$ cat config.mk
export PLATFORM = sky130hd
export DESIGN_NAME = csg_clock_source
export DESIGN_NICKNAME = d
export VERILOG_FILES = /design/src/pkg/csg_pkg.sv /design/src/design/csg_edge_watch.sv /design/src/design/csg_settle_timer.sv /design/src/design/csg_clock_source.sv
export SDC_FILE = /design/constraint.sdc
export NUM_CORES = 1
export LEC_CHECK = 0
export BUFFER_PORTS_ARGS = -buffer_cell sky130_fd_sc_hd__buf_2
export CAP_MARGIN = 15
export CELL_PAD_IN_SITES_DETAIL_PLACEMENT = 1
export CELL_PAD_IN_SITES_GLOBAL_PLACEMENT = 1
export CORE_MARGIN = 8
export CORE_UTILIZATION = 30
export DETAILED_ROUTE_END_ITERATION = 6
export HOLD_SLACK_MARGIN = 0.03
export PLACE_DENSITY = 0.58
export SETUP_SLACK_MARGIN = 0.2
export SYNTH_ARGS = -nofsm -noshare
export SYNTH_HDL_FRONTEND = slang
export SYNTH_SLANG_ARGS = --single-unit
$ cat constraint.sdc
create_clock -name clk -period 4.82 [get_ports clk]
set_input_delay 0.482 -clock clk [delete_from_list [all_inputs] [get_ports clk]]
set_output_delay 0.482 -clock clk [all_outputs]
set_load 0.05 [all_outputs]
$ cat src/pkg/csg_pkg.sv
// Purpose: shared constants for clock source generation control
// Assumes: one 25 MHz system clock, plain register port
// Notes: oscillators are modelled as enables and status inputs
package csg_pkg;
   localparam int CSG_AW = 4;
   localparam int CSG_DW = 8;
   // register offsets
   localparam logic [3:0] CSG_CLOCK_MODE_REG_ZERO = 4'h0;
   localparam logic [3:0] CSG_CLOCK_MODE_REG_ONE = 4'h1;
   localparam logic [3:0] CSG_CLOCK_MODE_REG_TWO = 4'h2;
   localparam logic [3:0] CSG_PLL_CONTROL_REG = 4'h3;
   localparam logic [3:0] CSG_PROCESSOR_MODE_REG_TWO = 4'h4;
   localparam logic [3:0] CSG_PORT_EIGHT_DIRECTION_REG = 4'h5;
   localparam logic [3:0] CSG_PULLUP_CONTROL_REG_TWO = 4'h6;
   localparam logic [3:0] CSG_STATUS_REG = 4'h7;
   // clock_mode_reg_zero fields
   localparam int CSG_B_WAIT_PERIPH_STOP = 2;
   localparam int CSG_B_SUB_OSC_EN = 4;
   localparam int CSG_B_MAIN_STOP = 5;
   localparam int CSG_B_CPU_SUB_SEL = 7;
   // clock_mode_reg_one
   localparam int CSG_B_PLL_CPU_SEL = 7;
   // clock_mode_reg_two
   localparam int CSG_B_DETECT_EN = 0;
   localparam int CSG_B_ONCHIP_SEL = 1;
   localparam int CSG_B_DETECTED = 2;
   localparam int CSG_B_MAIN_HALTED = 3;
   // pll_control_reg
   localparam int CSG_B_PLL_RUN = 7;
   localparam int CSG_F_PREDIV_LO = 4;
   localparam int CSG_F_MUL_LO = 0;
   // processor_mode_reg_two
   localparam int CSG_B_WDT_SRC = 2;
   localparam int CSG_F_PRESC_LO = 6;
   // port / pullup bits
   localparam int CSG_B_SUB_OUT_DIR = 7;
   localparam int CSG_B_SUB_IN_DIR = 6;
   localparam int CSG_B_SUB_PULLUP = 5;
   localparam logic [1:0] CSG_PRESC_ONCHIP = 2'b10;
   localparam logic [1:0] CSG_PREDIV_2 = 2'b01;
   localparam logic [1:0] CSG_PREDIV_4 = 2'b10;
   localparam logic [2:0] CSG_MUL_8 = 3'b100;
   // reset values
   localparam logic [7:0] CSG_PLL_RESET = 8'h14;
   localparam logic [7:0] CSG_ZERO_BYTE = 8'h00;
   // cpu divider after reset is divide by eight
   localparam logic [4:0] CSG_CPU_DIV_RESET = 5'h08;
   // timing
   localparam int CSG_CLK_HZ = 25000000;
   localparam int CSG_PLL_SETTLE_US = 20;
   localparam int CSG_PLL_SETTLE_CYC =
      (CSG_PLL_SETTLE_US * (CSG_CLK_HZ / 1000000));
   localparam int CSG_LOSS_NS = 2000;
   localparam int CSG_LOSS_CYC = (CSG_LOSS_NS * 25 + 999) / 1000;
   // clock source codes
   typedef enum logic [1:0] {CSG_SRC_MAIN, CSG_SRC_SUB, CSG_SRC_ONCHIP,
      CSG_SRC_PLL} csg_src_e;
endpackage : csg_pkg

$ cat src/design/csg_edge_watch.sv
// Purpose: watches a sampled clock level for lack of edges
// Assumes: input already synchronised to clk
// Notes: lost asserts on the LIMIT+1th consecutive cycle with no toggle
`timescale 1ns/1ps
`default_nettype none
module csg_edge_watch #(
   parameter int LIMIT = 50
) (
   input wire logic clk,
   input wire logic rst_n,
   input wire logic enable,
   input wire logic level,
   output logic lost
);
   typedef struct packed {
      logic prev;
      logic [15:0] cnt;
      logic lost;
   } csg_watch_s;
   csg_watch_s q, next_q;
   always_comb
   begin
      next_q = q;
      next_q.prev = level;
      if (!enable || level != q.prev)
      begin
         next_q.cnt = 16'h0000;
         next_q.lost = 1'b0;
      end
      else if (q.cnt >= 16'(LIMIT))
         next_q.lost = 1'b1;
      else
         next_q.cnt = q.cnt + 16'h0001;
   end
   always_ff @(posedge clk)
   begin
      if (!rst_n)
         q <= '0;
      else
         q <= next_q;
   end
   assign lost = q.lost;
endmodule : csg_edge_watch
`default_nettype wire

$ cat src/design/csg_settle_timer.sv
// Purpose: counts a settling time after an enable rises
// Assumes: enable is a level from a register
// Notes: ready drops at the next clock edge after enable drops
`timescale 1ns/1ps
`default_nettype none
module csg_settle_timer #(
   parameter int CYCLES = 500
) (
   input wire logic clk,
   input wire logic rst_n,
   input wire logic enable,
   output logic ready
);
   typedef struct packed {
      logic [15:0] cnt;
      logic ready;
   } csg_settle_s;
   csg_settle_s q, next_q;
   always_comb
   begin
      next_q = q;
      if (!enable)
         next_q = '0;
      else if (q.cnt >= 16'(CYCLES - 1))
         next_q.ready = 1'b1;
      else
         next_q.cnt = q.cnt + 16'h0001;
   end
   always_ff @(posedge clk)
   begin
      if (!rst_n)
         q <= '0;
      else
         q <= next_q;
   end
   assign ready = q.ready;
endmodule : csg_settle_timer
`default_nettype wire

$ cat src/design/csg_clock_source.sv
// Purpose: clock source control: oscillator enables, selection, stop detect
// Assumes: oscillator levels sampled synchronously to clk
// Notes: source selects change on a select_sync handshake, or at once on main clock loss
`timescale 1ns/1ps
`default_nettype none
// Notes on behaviour
// - reset: cpu source main divided eight
// - stop mode: disconnect both feedback resistors
// - main stop: halt, out high, resistor on
// - stop mode stops every clock source
// - reset: sub off, resistor disconnected
// - external sub clock taken from sub input
// - sub select after stabilization uses sub
// - on-chip 1 MHz, stopped after reset
// - on-chip select starts it, replaces main
// - watchdog or prescaled select starts on-chip
// - main loss: interrupt, on-chip, set flags
// - shared vector; handler checks detected flag
// - low-speed loss: sub stays cpu source
// - detection off while peripheral clocks stopped
// - pll: main over prediv times multiply
// - pll off at reset, settles after run
// - peripheral source from pll and on-chip selects
module csg_clock_source
   import csg_pkg::*;
#(
   parameter int PLL_SETTLE_CYC = CSG_PLL_SETTLE_CYC,
   parameter int LOSS_CYC = CSG_LOSS_CYC
) (
   input wire logic clk,
   input wire logic rst_n,
   input wire logic [3:0] reg_addr,
   input wire logic [7:0] reg_wdata,
   input wire logic reg_write,
   input wire logic reg_read,
   output logic [7:0] reg_rdata,
   input wire logic stop_mode,
   input wire logic wait_mode,
   input wire logic main_osc_level,
   input wire logic sub_osc_in,
   input wire logic select_sync,
   output logic main_osc_enable,
   output logic main_osc_out,
   output logic main_feedback_on,
   output logic sub_osc_enable,
   output logic sub_feedback_on,
   output logic sub_external_clock,
   output logic onchip_osc_enable,
   output logic pll_enable,
   output logic [1:0] pll_prediv,
   output logic [2:0] pll_multiply,
   output logic pll_locked,
   output logic [1:0] cpu_source,
   output logic [1:0] periph_source,
   output logic [4:0] cpu_divider,
   output logic sub_out_drive_n,
   output logic osc_stop_irq
);
   // ***********************************************************
   // state
   // ***********************************************************
   typedef struct packed {
      logic [7:0] mode0;
      logic [7:0] mode1;
      logic [7:0] mode2;
      logic [7:0] pllc;
      logic [7:0] pmode2;
      logic [7:0] pdir8;
      logic [7:0] pullup_control_reg_two;
      logic [7:0] rdata;
      logic [1:0] cpu_src;
      logic [1:0] per_src;
      logic irq;
   } csg_state_s;
   csg_state_s q, next_q;
   logic main_lost;
   logic pll_ready;
   logic detect_live;
   logic [1:0] want_cpu;
   logic [1:0] want_per;
   // ***********************************************************
   // helpers
   // ***********************************************************
   // peripheral clocks stop in wait mode when asked; detection then blind
   always_comb
   begin
      detect_live = q.mode2[CSG_B_DETECT_EN] && !stop_mode
         && !q.mode0[CSG_B_MAIN_STOP]
         && !(wait_mode && q.mode0[CSG_B_WAIT_PERIPH_STOP]);
   end
   csg_edge_watch #(
      .LIMIT(LOSS_CYC)
   ) u_watch (
      .clk(clk),
      .rst_n(rst_n),
      .enable(detect_live),
      .level(main_osc_level),
      .lost(main_lost)
   );
   csg_settle_timer #(
      .CYCLES(PLL_SETTLE_CYC)
   ) u_settle (
      .clk(clk),
      .rst_n(rst_n),
      .enable(pll_enable),
      .ready(pll_ready)
   );
   // ***********************************************************
   // source choice
   // ***********************************************************
   always_comb
   begin
      if (q.mode2[CSG_B_ONCHIP_SEL])
         want_per = CSG_SRC_ONCHIP;
      else if (q.mode1[CSG_B_PLL_CPU_SEL] && pll_ready)
         want_per = CSG_SRC_PLL;
      else
         want_per = CSG_SRC_MAIN;
      // sub keeps cpu in low speed
      if (q.mode0[CSG_B_CPU_SUB_SEL])
         want_cpu = CSG_SRC_SUB;
      else
         want_cpu = want_per;
   end
   // ***********************************************************
   // next state
   // ***********************************************************
   always_comb
   begin
      next_q = q;
      next_q.rdata = CSG_ZERO_BYTE;
      if (reg_write)
      begin
         case (reg_addr)
            CSG_CLOCK_MODE_REG_ZERO: next_q.mode0 = reg_wdata;
            CSG_CLOCK_MODE_REG_ONE: next_q.mode1 = reg_wdata;
            CSG_CLOCK_MODE_REG_TWO:
            begin
               next_q.mode2[CSG_B_DETECT_EN] = reg_wdata[CSG_B_DETECT_EN];
               next_q.mode2[CSG_B_ONCHIP_SEL] =
                  reg_wdata[CSG_B_ONCHIP_SEL];
               // flags clear by writing zero only
               if (!reg_wdata[CSG_B_DETECTED])
                  next_q.mode2[CSG_B_DETECTED] = 1'b0;
               if (!reg_wdata[CSG_B_MAIN_HALTED])
                  next_q.mode2[CSG_B_MAIN_HALTED] = 1'b0;
            end
            CSG_PLL_CONTROL_REG: next_q.pllc = reg_wdata;
            CSG_PROCESSOR_MODE_REG_TWO: next_q.pmode2 = reg_wdata;
            CSG_PORT_EIGHT_DIRECTION_REG: next_q.pdir8 = reg_wdata;
            CSG_PULLUP_CONTROL_REG_TWO: next_q.pullup_control_reg_two = reg_wdata;
            default: next_q.mode0 = q.mode0;
         endcase
      end
      if (main_lost && detect_live)
      begin
         next_q.mode2[CSG_B_ONCHIP_SEL] = 1'b1;
         next_q.mode2[CSG_B_DETECTED] = 1'b1;
         next_q.mode2[CSG_B_MAIN_HALTED] = 1'b1;
      end
      next_q.irq = main_lost && detect_live && !q.mode2[CSG_B_DETECTED];
      if (reg_read)
      begin
         case (reg_addr)
            CSG_CLOCK_MODE_REG_ZERO: next_q.rdata = q.mode0;
            CSG_CLOCK_MODE_REG_ONE: next_q.rdata = q.mode1;
            CSG_CLOCK_MODE_REG_TWO: next_q.rdata = q.mode2;
            CSG_PLL_CONTROL_REG: next_q.rdata = q.pllc;
            CSG_PROCESSOR_MODE_REG_TWO: next_q.rdata = q.pmode2;
            CSG_PORT_EIGHT_DIRECTION_REG: next_q.rdata = q.pdir8;
            CSG_PULLUP_CONTROL_REG_TWO: next_q.rdata = q.pullup_control_reg_two;
            CSG_STATUS_REG:
               next_q.rdata = {2'b00, q.per_src, q.cpu_src,
                  pll_ready, main_lost};
            default: next_q.rdata = CSG_ZERO_BYTE;
         endcase
      end
      if (select_sync)
      begin
         next_q.cpu_src = want_cpu;
         next_q.per_src = want_per;
      end
      if (main_lost && detect_live)
      begin
         next_q.per_src = CSG_SRC_ONCHIP;
         if (!q.mode0[CSG_B_CPU_SUB_SEL])
            next_q.cpu_src = CSG_SRC_ONCHIP;
      end
   end
   always_ff @(posedge clk)
   begin
      if (!rst_n)
      begin
         q <= '0;
         q.pllc <= CSG_PLL_RESET;
         q.cpu_src <= CSG_SRC_MAIN;
         q.per_src <= CSG_SRC_MAIN;
      end
      else
         q <= next_q;
   end
   // ***********************************************************
   // outputs
   // ***********************************************************
   always_comb
   begin
      // all sources stop in stop mode
      main_osc_enable = !stop_mode && !q.mode0[CSG_B_MAIN_STOP];
      main_osc_out = q.mode0[CSG_B_MAIN_STOP];
      main_feedback_on = !stop_mode;
      sub_osc_enable = !stop_mode && q.mode0[CSG_B_SUB_OSC_EN];
      sub_feedback_on = sub_osc_enable;
      sub_external_clock = q.mode0[CSG_B_SUB_OSC_EN]
         && q.pdir8[CSG_B_SUB_IN_DIR] && !q.pullup_control_reg_two[CSG_B_SUB_PULLUP];
      sub_out_drive_n = !(sub_osc_enable && !sub_external_clock);
      onchip_osc_enable = !stop_mode && (q.mode2[CSG_B_ONCHIP_SEL]
         || q.pmode2[CSG_B_WDT_SRC]
         || q.pmode2[CSG_F_PRESC_LO +: 2] == CSG_PRESC_ONCHIP);
      pll_enable = !stop_mode && q.pllc[CSG_B_PLL_RUN];
      pll_prediv = q.pllc[CSG_F_PREDIV_LO +: 2];
      pll_multiply = q.pllc[CSG_F_MUL_LO +: 3];
      pll_locked = pll_ready;
      cpu_source = q.cpu_src;
      periph_source = q.per_src;
      cpu_divider = CSG_CPU_DIV_RESET;
      reg_rdata = q.rdata;
      osc_stop_irq = q.irq;
   end
   // ***********************************************************
   // checks
   // ***********************************************************
   property p_loss_onchip;
      @(posedge clk) disable iff (!rst_n)
      (main_lost && detect_live) |=> (periph_source == CSG_SRC_ONCHIP);
   endproperty
   a_loss_onchip: assert property (p_loss_onchip)
      else $error("loss did not select on-chip source");
   property p_loss_flags;
      @(posedge clk) disable iff (!rst_n)
      (main_lost && detect_live) |=> (q.mode2[CSG_B_DETECTED]
         && q.mode2[CSG_B_MAIN_HALTED] && onchip_osc_enable | stop_mode);
   endproperty
   a_loss_flags: assert property (p_loss_flags)
      else $error("loss flags not set");
   property p_sub_kept;
      @(posedge clk) disable iff (!rst_n)
      (main_lost && detect_live && cpu_source == CSG_SRC_SUB
         && q.mode0[CSG_B_CPU_SUB_SEL]) |=> (cpu_source == CSG_SRC_SUB);
   endproperty
   a_sub_kept: assert property (p_sub_kept)
      else $error("sub source lost on main loss");
   property p_stop_all;
      @(posedge clk) disable iff (!rst_n)
      stop_mode |-> !main_osc_enable && !sub_osc_enable
         && !onchip_osc_enable && !pll_enable && !main_feedback_on;
   endproperty
   a_stop_all: assert property (p_stop_all)
      else $error("source running in stop mode");
   property p_main_halt;
      @(posedge clk) disable iff (!rst_n)
      (stop_mode == 1'b0 && q.mode0[CSG_B_MAIN_STOP]) |->
         main_osc_out && main_feedback_on && !main_osc_enable;
   endproperty
   a_main_halt: assert property (p_main_halt)
      else $error("main halt pin state wrong");
   property p_no_auto_return;
      @(posedge clk) disable iff (!rst_n)
      (q.mode2[CSG_B_ONCHIP_SEL] && !(reg_write
         && reg_addr == CSG_CLOCK_MODE_REG_TWO))
         |=> q.mode2[CSG_B_ONCHIP_SEL];
   endproperty
   a_no_auto_return: assert property (p_no_auto_return)
      else $error("on-chip select dropped on its own");
   property p_switch_sync;
      @(posedge clk) disable iff (!rst_n)
      (!select_sync && !(main_lost && detect_live)) |=> $stable(cpu_source);
   endproperty
   a_switch_sync: assert property (p_switch_sync)
      else $error("cpu source changed off sync");
   property p_pll_settle;
      @(posedge clk) disable iff (!rst_n)
      $rose(pll_enable) |-> !pll_locked [*2];
   endproperty
   a_pll_settle: assert property (p_pll_settle)
      else $error("pll ready without settling");
   property p_blind_wait;
      @(posedge clk) disable iff (!rst_n)
      (wait_mode && q.mode0[CSG_B_WAIT_PERIPH_STOP]) |=> !osc_stop_irq;
   endproperty
   a_blind_wait: assert property (p_blind_wait)
      else $error("detection live with peripheral clocks off");
   c_loss: cover property (@(posedge clk) disable iff (!rst_n)
      osc_stop_irq);
   c_pll: cover property (@(posedge clk) disable iff (!rst_n)
      cpu_source == CSG_SRC_PLL);
   c_sub: cover property (@(posedge clk) disable iff (!rst_n)
      cpu_source == CSG_SRC_SUB);
endmodule : csg_clock_source
`default_nettype wire

==> flow_summary.toml, run 1 <==
[outcome]
status = "completed"

[setup_path]
required_ns = 5.06
arrival_ns = 2.68
crit_path_start_kind = "input port"
end_kind = "flop"
path_max_fanout = 22
worstSetupPathType = "in -> reg"

[power_and_ir_drop]
power.density_mw_per_mm2 = 336
cellLeakagePower_nw = 1.95
p_total_mw = 1.69
irDropWorstVdd_v = 0.000146

[placement]
place.port_buffers = 47
place_ws_ns = 1.99
hpwlAfterDp_mm = 8.45
finalWeightedCongestion = 0.747

[final_layout]
syn_to_final_growth_pct = 11.3
final-seq-area_mm2 = 0.00200
nets = 510
nFillCells = 1713
diodes = 0
final_core_util = 0.336
multi_input_area_mm2 = 0.00220
drive_gt1_frac = 0.169

[timing]
rsz0062_at_grt = "false"
tns_ns = 0
max_slew_margin = 0.383
fmax_mhz = 411
worst_pin_slew_ns = 0.924
hold_violations = 0
drv_slew = 0
setup_ws_ns = 2.39
clock_skew_ns = 0.00730
finalCritPeriodShare = 0.505
period_needed_ns = 2.43
setup_viol_count_final = 0

[global_route]
grt_max_degree = 71
grt.total_usage = 0.130
grt_pass1_vias = 3469
grt_pass1_wl_mm = 19.8
grt_overflow = 0
grt_antenna_before_repair = 0

[drt]
wire_per_inst_um = 17.8
drt-total-wl_mm = 12.1
drc = 0
first_pass_iters = 4
viasPerCell = 4.98
highest_layer = "met4"
route.met2.wl_mm = 5.32
ant_nets = 0
wl_met1_mm = 6.05
drt-initial-drc-count = 268
routed-wl-met3_um = 518
vias = 3384

[yosys]
yosys-top-cells-area = "dfxtp_1 (44%), mux2i_1 (9.5%), nor2b_1 (5.0%)"
synth_edf_count = 0
netlist.area_leader.share = 0.443
synth_cell_types = 55
synthArstFlopShare = 0
synth-seq-cells = 100
synth_area_per_cell_um2 = 9.57
ys.flop_type = "dfxtp_1"
yosysTopAreaCell = "dfxtp_1"
synth-warning-count = 0
synth_area_mm2 = 0.00452
ys_seq_area_frac = 0.443
syn_inst = 472

[clock_tree]
cts_resized = 0
htreeDepth = 3
cts_setup_buffers = 0
worstSkewPairLatency_ns = 0.35
cts_tree = "yes"
root_buffer = "clkbuf_16"
numCtsBuffers = 9
hold_buffers = 0
clkTransAtPathRegs_ns = 0.07
clk_path_buf_depth = 2
cts.sinks = 100

[die]
die_w_um = 139
io_pins = 54
fp.dieH_um = 139
dieArea_mm2 = 0.0192
core_mm2 = 0.0150
start_util = 0.302
std_cell_rows = 45

[job]
drv_cap = 0

[worst_hold_path]
min_path_type = "in -> reg"
-- layout by cell type (no fill, tap or decap), types with 6 or more instances in the layout --
master	netlist	routed
a21boi_0	20	20
nand2_1	29	29
inv_1	6	6
and2_1	14	14
mux2_2	9	9
clkbuf_16	0	9
buf_2	15	47
or3_1	7	7
and3_1	10	10
nor2_1	17	17
a21oi_1	16	16
mux2i_1	43	43
dfxtp_1	100	100
o21ai_0	19	19
nor2b_1	36	36
nand3_1	17	17
-- per-layer routing --
metal,global-route usage,vias up
li1,-,1677
met4,0.0485,0
met1,0.175,1644
met5,0,-
met2,0.196,53
met3,0.0320,10
-- cell families after synthesis --
family	share of synthesized area
buf+inv	0.0714
xor+xnor	0.00388
compound gates	0.130
simple gates	0.209
flops	0.443
fa+ha+maj	0.00831
mux	0.133
other cells	0.00166
-- final cells by class --
| cell class | count | share of cell area |
|---|---|---|
| Timing Repair Buffer | 50 | 0.0513 |
| Clock inverter | 3 | 0.00896 |
| Sequential cell | 100 | 0.398 |
| Tap cell | 188 | 0.0468 |
| Clock buffer | 13 | 0.0518 |
| Multi-Input combinational cell | 319 | 0.439 |
| Inverter | 6 | 0.00448 |
-- synthesized netlist by cell type (all sizes together) (3+ instances only) --
| cell type | n |
|---|---|
| o21ai | 19 |
| nand2b | 4 |
| nand3b | 5 |
| a31oi | 3 |
| and3 | 11 |
| a211oi | 3 |
| mux2 | 9 |
| mux4 | 3 |
| nand2 | 30 |
| o31ai | 4 |
| mux2i | 43 |
| a21boi | 20 |
| nor3 | 6 |
| nor2 | 18 |
| ha | 3 |
| buf | 40 |
| nor2b | 36 |
| or3 | 7 |
| nor4 | 6 |
| a21oi | 16 |
| clkbuf | 10 |
| dfxtp | 100 |
| and2 | 15 |
| a22oi | 4 |
| or4 | 4 |
| inv | 6 |
| nor3b | 4 |
| nand3 | 17 |
-- power by group --
group / total, mW / switching, mW / internal, mW
Sequential: 0.838 / 0.00482 / 0.833
Combinational: 0.107 / 0.0739 / 0.0332
Clock: 0.747 / 0.315 / 0.432
Total: 1.69 / 0.394 / 1.30
-- through the flow --
step / cell area (um^2) / std cells / hold slack (ns)
2_1_floorplan: 4530 / 475 / 0.408
3_3_place_gp: 4720 / 663 / 0.442
3_5_place_dp: 4720 / 663 / 0.445
4_1_cts: 5030 / 679 / 0.376
5_1_grt: 5030 / 679 / 0.388
6_report: 5030 / 679 / 0.384
-- final timing paths --
check	startpoint	endpoint	slack [ns]	cells past startpoint
hold reg to reg	q[47]$_SDFFE_PN0P_	osc_stop_irq$_SDFF_PN0_	0.46	1
hold / removal	main_osc_level	u_watch.q[17]$_SDFF_PN0_	0.38	2
setup / recovery	reg_addr[2]	q[21]$_SDFFE_PN0P_	2.39	6
setup reg to reg	q[44]$_SDFFE_PN0P_	u_settle.q[5]$_SDFFE_PN0N_	2.87	4
-- critical path, cell delays in order --
cell and delay, ns:
buf_2 0.40, nand3b_1 0.38, nor3b_1 0.85, buf_4 0.30, mux2i_1 0.19, nor2b_1 0.06
-- flip-flops by register name, summed over array words and instances, names as in the netlist, 2 cells and up --
name and count:
q 46, u_watch.q 17, u_settle.q 16, reg_rdata 8, pll_multiply 3, cpu_source 2
periph_source 2, pll_prediv 2
No activity file was read; power rests on OpenSTA's default activity.
==> run 2: changes to the inputs <==
Settings changed: PLACE_DENSITY 0.58 to 0.6.
Clock period 4.82 ns to 2 ns, I/O delays scaled along.
==> run 2 against run 1 <==
- worst hold slack worse by 0.29 ns
- core utilization increased by 1.5 points
- routed wire length is 0.55% higher
- sequential power is 140% higher
- sequential share of layout area shrank 1.7 points
- die area unchanged
- combinational power grew to 2.6 times the previous value
- non-clock buffer count is 25 higher
- via count grew 3.4%
- register-to-register slack got worse by 2.6 ns
- first-iteration DRC count fell by 36%
- final cell count increased by 3.7%
==> flow_summary.toml, run 2 (synthesis results as in run 1) <==
[setup_path]
end_kind = "flop"
rr_endpoint = "u_settle.q[4]$_SDFFE_PN0N_"
r2r_cells = 4
arrival_ns = 1.99
cp-startpoint = "u_settle.q[1]$_SDFFE_PN0N_"
path_max_fanout = 11
crit_path_start_kind = "flop"
crit_chain = "ha_2 -> o311a_4 -> or4_1 -> a21oi_1"
cp_slowest_stage_delay_ns = 0.51
crit_path_top_delay_cell = "or4_1"
r2r_slack_ns = 0.28
timing.rr.start = "u_settle.q[1]$_SDFFE_PN0N_"
required_ns = 2.27
worstSetupEndpoint = "u_settle.q[4]$_SDFFE_PN0N_"
worstSetupPathType = "reg -> reg"

[die]
fp.dieH_um = 139
dieArea_mm2 = 0.0192
std_cell_rows = 45
start_util = 0.302
die_w_um = 139
io_pins = 54
core_mm2 = 0.0150

[global_route]
grt_pass1_vias = 3622
grt_max_degree = 32
grt_pass1_wl_mm = 19.6
grt_antenna_before_repair = 0
grt_overflow = 0
grt.total_usage = 0.127

[outcome]
status = "completed"

[clock_tree]
hold_buffers = 0
clk_path_buf_depth = 2
numCtsBuffers = 9
clkTransAtPathRegs_ns = 0.07
worstSkewPairLatency_ns = 0.35
cts_tree = "yes"
cts.sinks = 100
htreeDepth = 3
root_buffer = "clkbuf_16"

[timing]
finalCritPeriodShare = 0.859
clock_skew_ns = 0.00745
hold_violations = 0
drv_slew = 0
max_slew_margin = 0.606
tns_ns = 0
rsz0062_at_grt = "false"
worst_pin_slew_ns = 0.591
period_needed_ns = 1.72
setup_viol_count_final = 0
fmax_mhz = 582

[job]
drv_cap = 0

[power_and_ir_drop]
switching_power_mw = 0.951
seqPwrFrac = 0.482
power.density_mw_per_mm2 = 796
clkPwrFrac = 0.451
switching_share = 0.227
power.internal_mw = 3.23
combPwrFrac = 0.066
cellLeakagePower_nw = 2.08
irDropWorstVdd_v = 0.000460

[placement]
place.port_buffers = 47
place_area_mm2 = 0.00490
finalWeightedCongestion = 0.764
hpwlAfterDp_mm = 8.95

[final_layout]
largest_register_ffs = 46
mostFrequentLayoutCells = "dfxtp_1 (100), buf_2 (47), mux2i_1 (43)"
nFillCells = 1730
layout_commonest_cell = "dfxtp_1"
diodes = 0
final_cell_area_mm2 = 0.00526
nets = 535
largest_registers = "q: 46 flops, u_watch.q: 17 flops, u_settle.q: 16 flops"
syn_to_final_growth_pct = 16.4
drive_gt1_frac = 0.219
top_register = "q"

[drt]
drt-total-wl_mm = 12.1
ant_nets = 0
vias = 3500
viasPerCell = 4.97
drc = 0
wire_per_inst_um = 17.2
drt-initial-drc-count = 171
first_pass_iters = 4

[worst_hold_path]
holdPathStages = 2
min_path_type = "in -> reg"
-- run 2: changes by cell type in the layout (fill, tap and decap cells not counted), sizes merged --
cell      delta
buf         +25
bufinv       +1
clkbuf       -1
clkinv       +1
clkinvlp     -1
-- run 2: timing repair --
| item | CTS | global route |
|---|---|---|
| setup endpoints to repair | 3 | 8 |
| pin swaps | 0 | 1 |
| gates resized for setup | 1 | 4 |
| setup buffers | 0 | 2 |
-- run 2: worst min-delay path by stage --
stage | startpoint | to
floorplan | main_osc_level | u_watch.q[17]$_SDFF_PN0_
global placement | main_osc_level | u_watch.q[17]$_SDFF_PN0_
detailed placement | main_osc_level | u_watch.q[17]$_SDFF_PN0_
CTS | main_osc_level | u_watch.q[17]$_SDFF_PN0_
global route | main_osc_level | u_watch.q[17]$_SDFF_PN0_
finish | main_osc_level | u_watch.q[17]$_SDFF_PN0_
-- run 2: metal layers --
metal / vias to the layer above / wire [um] / GRT usage
li1: 1725 / - / -
met1: 1703 / 5990 / 0.167
met2: 58 / 5490 / 0.203
met3: 14 / 429 / 0.0224
met4: 0 / 216 / 0.0479
met5: - / 0 / 0
-- run 2: final cells by class --
class / instances / area (um^2) / share of cell area
Clock inverter: 4 / 72.6 / 0.0138
Inverter: 6 / 22.5 / 0.00428
Multi-Input combinational cell: 319 / 2230 / 0.425
Tap cell: 188 / 235 / 0.0447
Clock buffer: 12 / 246 / 0.0469
Timing Repair Buffer: 75 / 445 / 0.0847
Sequential cell: 100 / 2000 / 0.381
-- run 2: worst max-delay path: cells and delay by family (launching register included) --
| kind | cells | cell delay, ns |
|---|---|---|
| AO/OA/AOI/OAI | 2 | 0.57 |
| adder cells (fa/ha/maj) | 1 | 0.22 |
| flip-flops | 1 | 0.35 |
| AND/OR/NAND/NOR | 1 | 0.51 |
-- run 2: stage by stage --
stage	instances	hold WS [ns]	setup WS, ns	utilization	total power [mW]
after detailed placement	686	0.444	0.189	0.327	2.34
after CTS	702	0.0880	0.213	0.348	4.24
after global placement	686	0.439	0.232	0.327	2.34
after global routing	704	0.0911	0.216	0.351	4.34
after floorplan	475	0.327	0.276	-	2.25
final	704	0.0913	0.281	0.351	4.18
-- run 2: power by group through the flow --
stage	clock (mW)	combinational, mW	sequential, mW
detailed placement	0	0.279	2.06
CTS	1.94	0.280	2.02
global placement	0	0.276	2.06
floorplan	0	0.189	2.06
finish	1.89	0.277	2.02
global route	2.02	0.301	2.02
==> run 3: changes to the inputs <==
Settings changed: PLACE_DENSITY 0.6 to not set, PLACE_DENSITY_LB_ADDON set to 0.1.
==> run 3 against run 2 <==
- worst hold slack about the same
- largest cell class unchanged
- highest routed layer unchanged
- first-iteration DRC count decreased by 35%
- register-to-register slack about the same
==> flow_summary.toml, run 3 (synthesis results as in run 1) <==
[outcome]
status = "completed"

[placement]
place_area_mm2 = 0.00493
finalWeightedCongestion = 0.759
place.port_buffers = 47
hpwlAfterDp_mm = 9.42
place_ws_ns = 0.197

[setup_path]
path_max_fanout = 6
timing.rr.start = "u_watch.q[1]$_SDFFE_PP0N_"
required_ns = 2.23
crit_path_top_delay_cell = "dfxtp_2"
r2r_cells = 7
rr_endpoint = "u_watch.q[5]$_SDFFE_PP0N_"
crit_path_start_kind = "flop"
arrival_ns = 1.95
crit_chain = "inv_1 -> ha_1 -> nor4_4 -> o2111ai_2 -> buf_4 -> o21ai_0 -> a21oi_2"
cp_slowest_stage_delay_ns = 0.35
end_kind = "flop"
r2r_slack_ns = 0.28
worstSetupPathType = "reg -> reg"

[final_layout]
final_core_util = 0.354
drive_gt1_frac = 0.233
diodes = 0
nFillCells = 1721
final_cell_area_mm2 = 0.00531
layout_commonest_cell = "dfxtp_1"
largest_register_ffs = 46
syn_to_final_growth_pct = 17.5
nets = 538
top_register = "q"
mostFrequentLayoutCells = "dfxtp_1 (99), buf_2 (48), mux2i_1 (43)"
largest_registers = "q: 46 flops, u_watch.q: 17 flops, u_settle.q: 16 flops"

[timing]
tns_ns = 0
setup_viol_count_final = 0
worst_pin_slew_ns = 0.586
clock_skew_ns = 0.00740
finalCritPeriodShare = 0.859
rsz0062_at_grt = "true"
hold_violations = 0
setup_ws_ns = 0.281
period_needed_ns = 1.72
drv_slew = 0
fmax_mhz = 582
max_slew_margin = 0.610

[worst_hold_path]
holdPathStages = 2
holdPathEnd = "u_watch.q[17]$_SDFF_PN0_"
min_path_type = "in -> reg"
hold_start = "main_osc_level"

[die]
fp.dieH_um = 139
die_w_um = 139
core_mm2 = 0.0150
start_util = 0.302
dieArea_mm2 = 0.0192
io_pins = 54
std_cell_rows = 45

[power_and_ir_drop]
seqPwrFrac = 0.491
irDropWorstVdd_v = 0.000429
switching_share = 0.241
switching_power_mw = 0.989
combPwrFrac = 0.070
power.density_mw_per_mm2 = 773
p_total_mw = 4.11
cellLeakagePower_nw = 2.11
power.internal_mw = 3.12
clkPwrFrac = 0.439

[clock_tree]
htreeDepth = 3
worstSkewPairLatency_ns = 0.35
numCtsBuffers = 9
hold_buffers = 0
cts_tree = "yes"
root_buffer = "clkbuf_16"
clk_path_buf_depth = 2
cts.sinks = 100
clkTransAtPathRegs_ns = 0.07

[drt]
wire_per_inst_um = 18.1
vias = 3486
first_pass_iters = 5
drt-total-wl_mm = 12.8
viasPerCell = 4.93
drt-initial-drc-count = 111
ant_nets = 0
drc = 0

[global_route]
grt_overflow = 0
grt_pass1_wl_mm = 20.4
grt_antenna_before_repair = 0
grt_max_degree = 33
grt.total_usage = 0.133
grt_pass1_vias = 3615

[job]
drv_cap = 0
## run 3: worst max-delay path, delay by kind of cell, from the launching register on
kind                       cells  cell delay, ns
AOI/OAI and AO/OA              3            0.53
DFF                            1            0.35
buffers and inverters          2            0.27
adders and majority gates      1            0.23
and+or+nand+nor                1            0.22
## run 3: cell type report
class / count / area (um^2) / share of cell area
clock inverter: 5 / 60.1 / 0.0113
timing repair buffer: 78 / 490 / 0.0924
multi-input combinational: 319 / 2250 / 0.425
inverter: 6 / 22.5 / 0.00424
clock buffer: 11 / 243 / 0.0457
tap: 188 / 235 / 0.0443
sequential: 100 / 2000 / 0.377
## run 3: through the flow
stage	std cells	hold slack, ns
after floorplan	475	0.327
after global placement	686	0.443
after detailed placement	686	0.447
after CTS	702	0.0858
after global routing	707	0.0922
final	707	0.0910
## run 3: timing repair
item,in CTS,in global routing
gates resized for setup,1,8
endpoints found under the setup margin,3,10
pin swaps,0,4
setup buffers,0,5
## run 3: worst max path at each step
stage,from,end,cells past startpoint
final,u_watch.q[1]$_SDFFE_PP0N_,u_watch.q[5]$_SDFFE_PP0N_,7
after floorplan,q[27]$_SDFFE_PN0P_,sub_external_clock,2
after global placement,u_settle.q[1]$_SDFFE_PN0N_,u_settle.q[6]$_SDFFE_PN0N_,4
after global routing,u_watch.q[1]$_SDFFE_PP0N_,u_watch.q[5]$_SDFFE_PP0N_,7
after detailed placement,u_settle.q[1]$_SDFFE_PN0N_,u_settle.q[6]$_SDFFE_PN0N_,4
after CTS,u_settle.q[1]$_SDFFE_PN0N_,u_settle.q[6]$_SDFFE_PN0N_,4
## run 3: power groups by stage
| stage | Clock (mW) | Combinational (mW) | Sequential [mW] |
|---|---|---|---|
| 2_1_floorplan | 0 | 0.189 | 2.06 |
| 4_1_cts | 1.87 | 0.291 | 2.02 |
| 6_report | 1.80 | 0.287 | 2.02 |
| 3_5_place_dp | 0 | 0.289 | 2.06 |
| 5_1_grt | 1.94 | 0.309 | 2.02 |
| 3_3_place_gp | 0 | 0.289 | 2.06 |
## run 3: routing by layer
layer | track usage | up-vias | share of wire
li1 | - | 1728 | -
met1 | 0.183 | 1707 | 0.51
met2 | 0.204 | 43 | 0.46
met3 | 0.0320 | 8 | 0.027
met4 | 0.0364 | 0 | 0.0087
met5 | 0 | - | 0
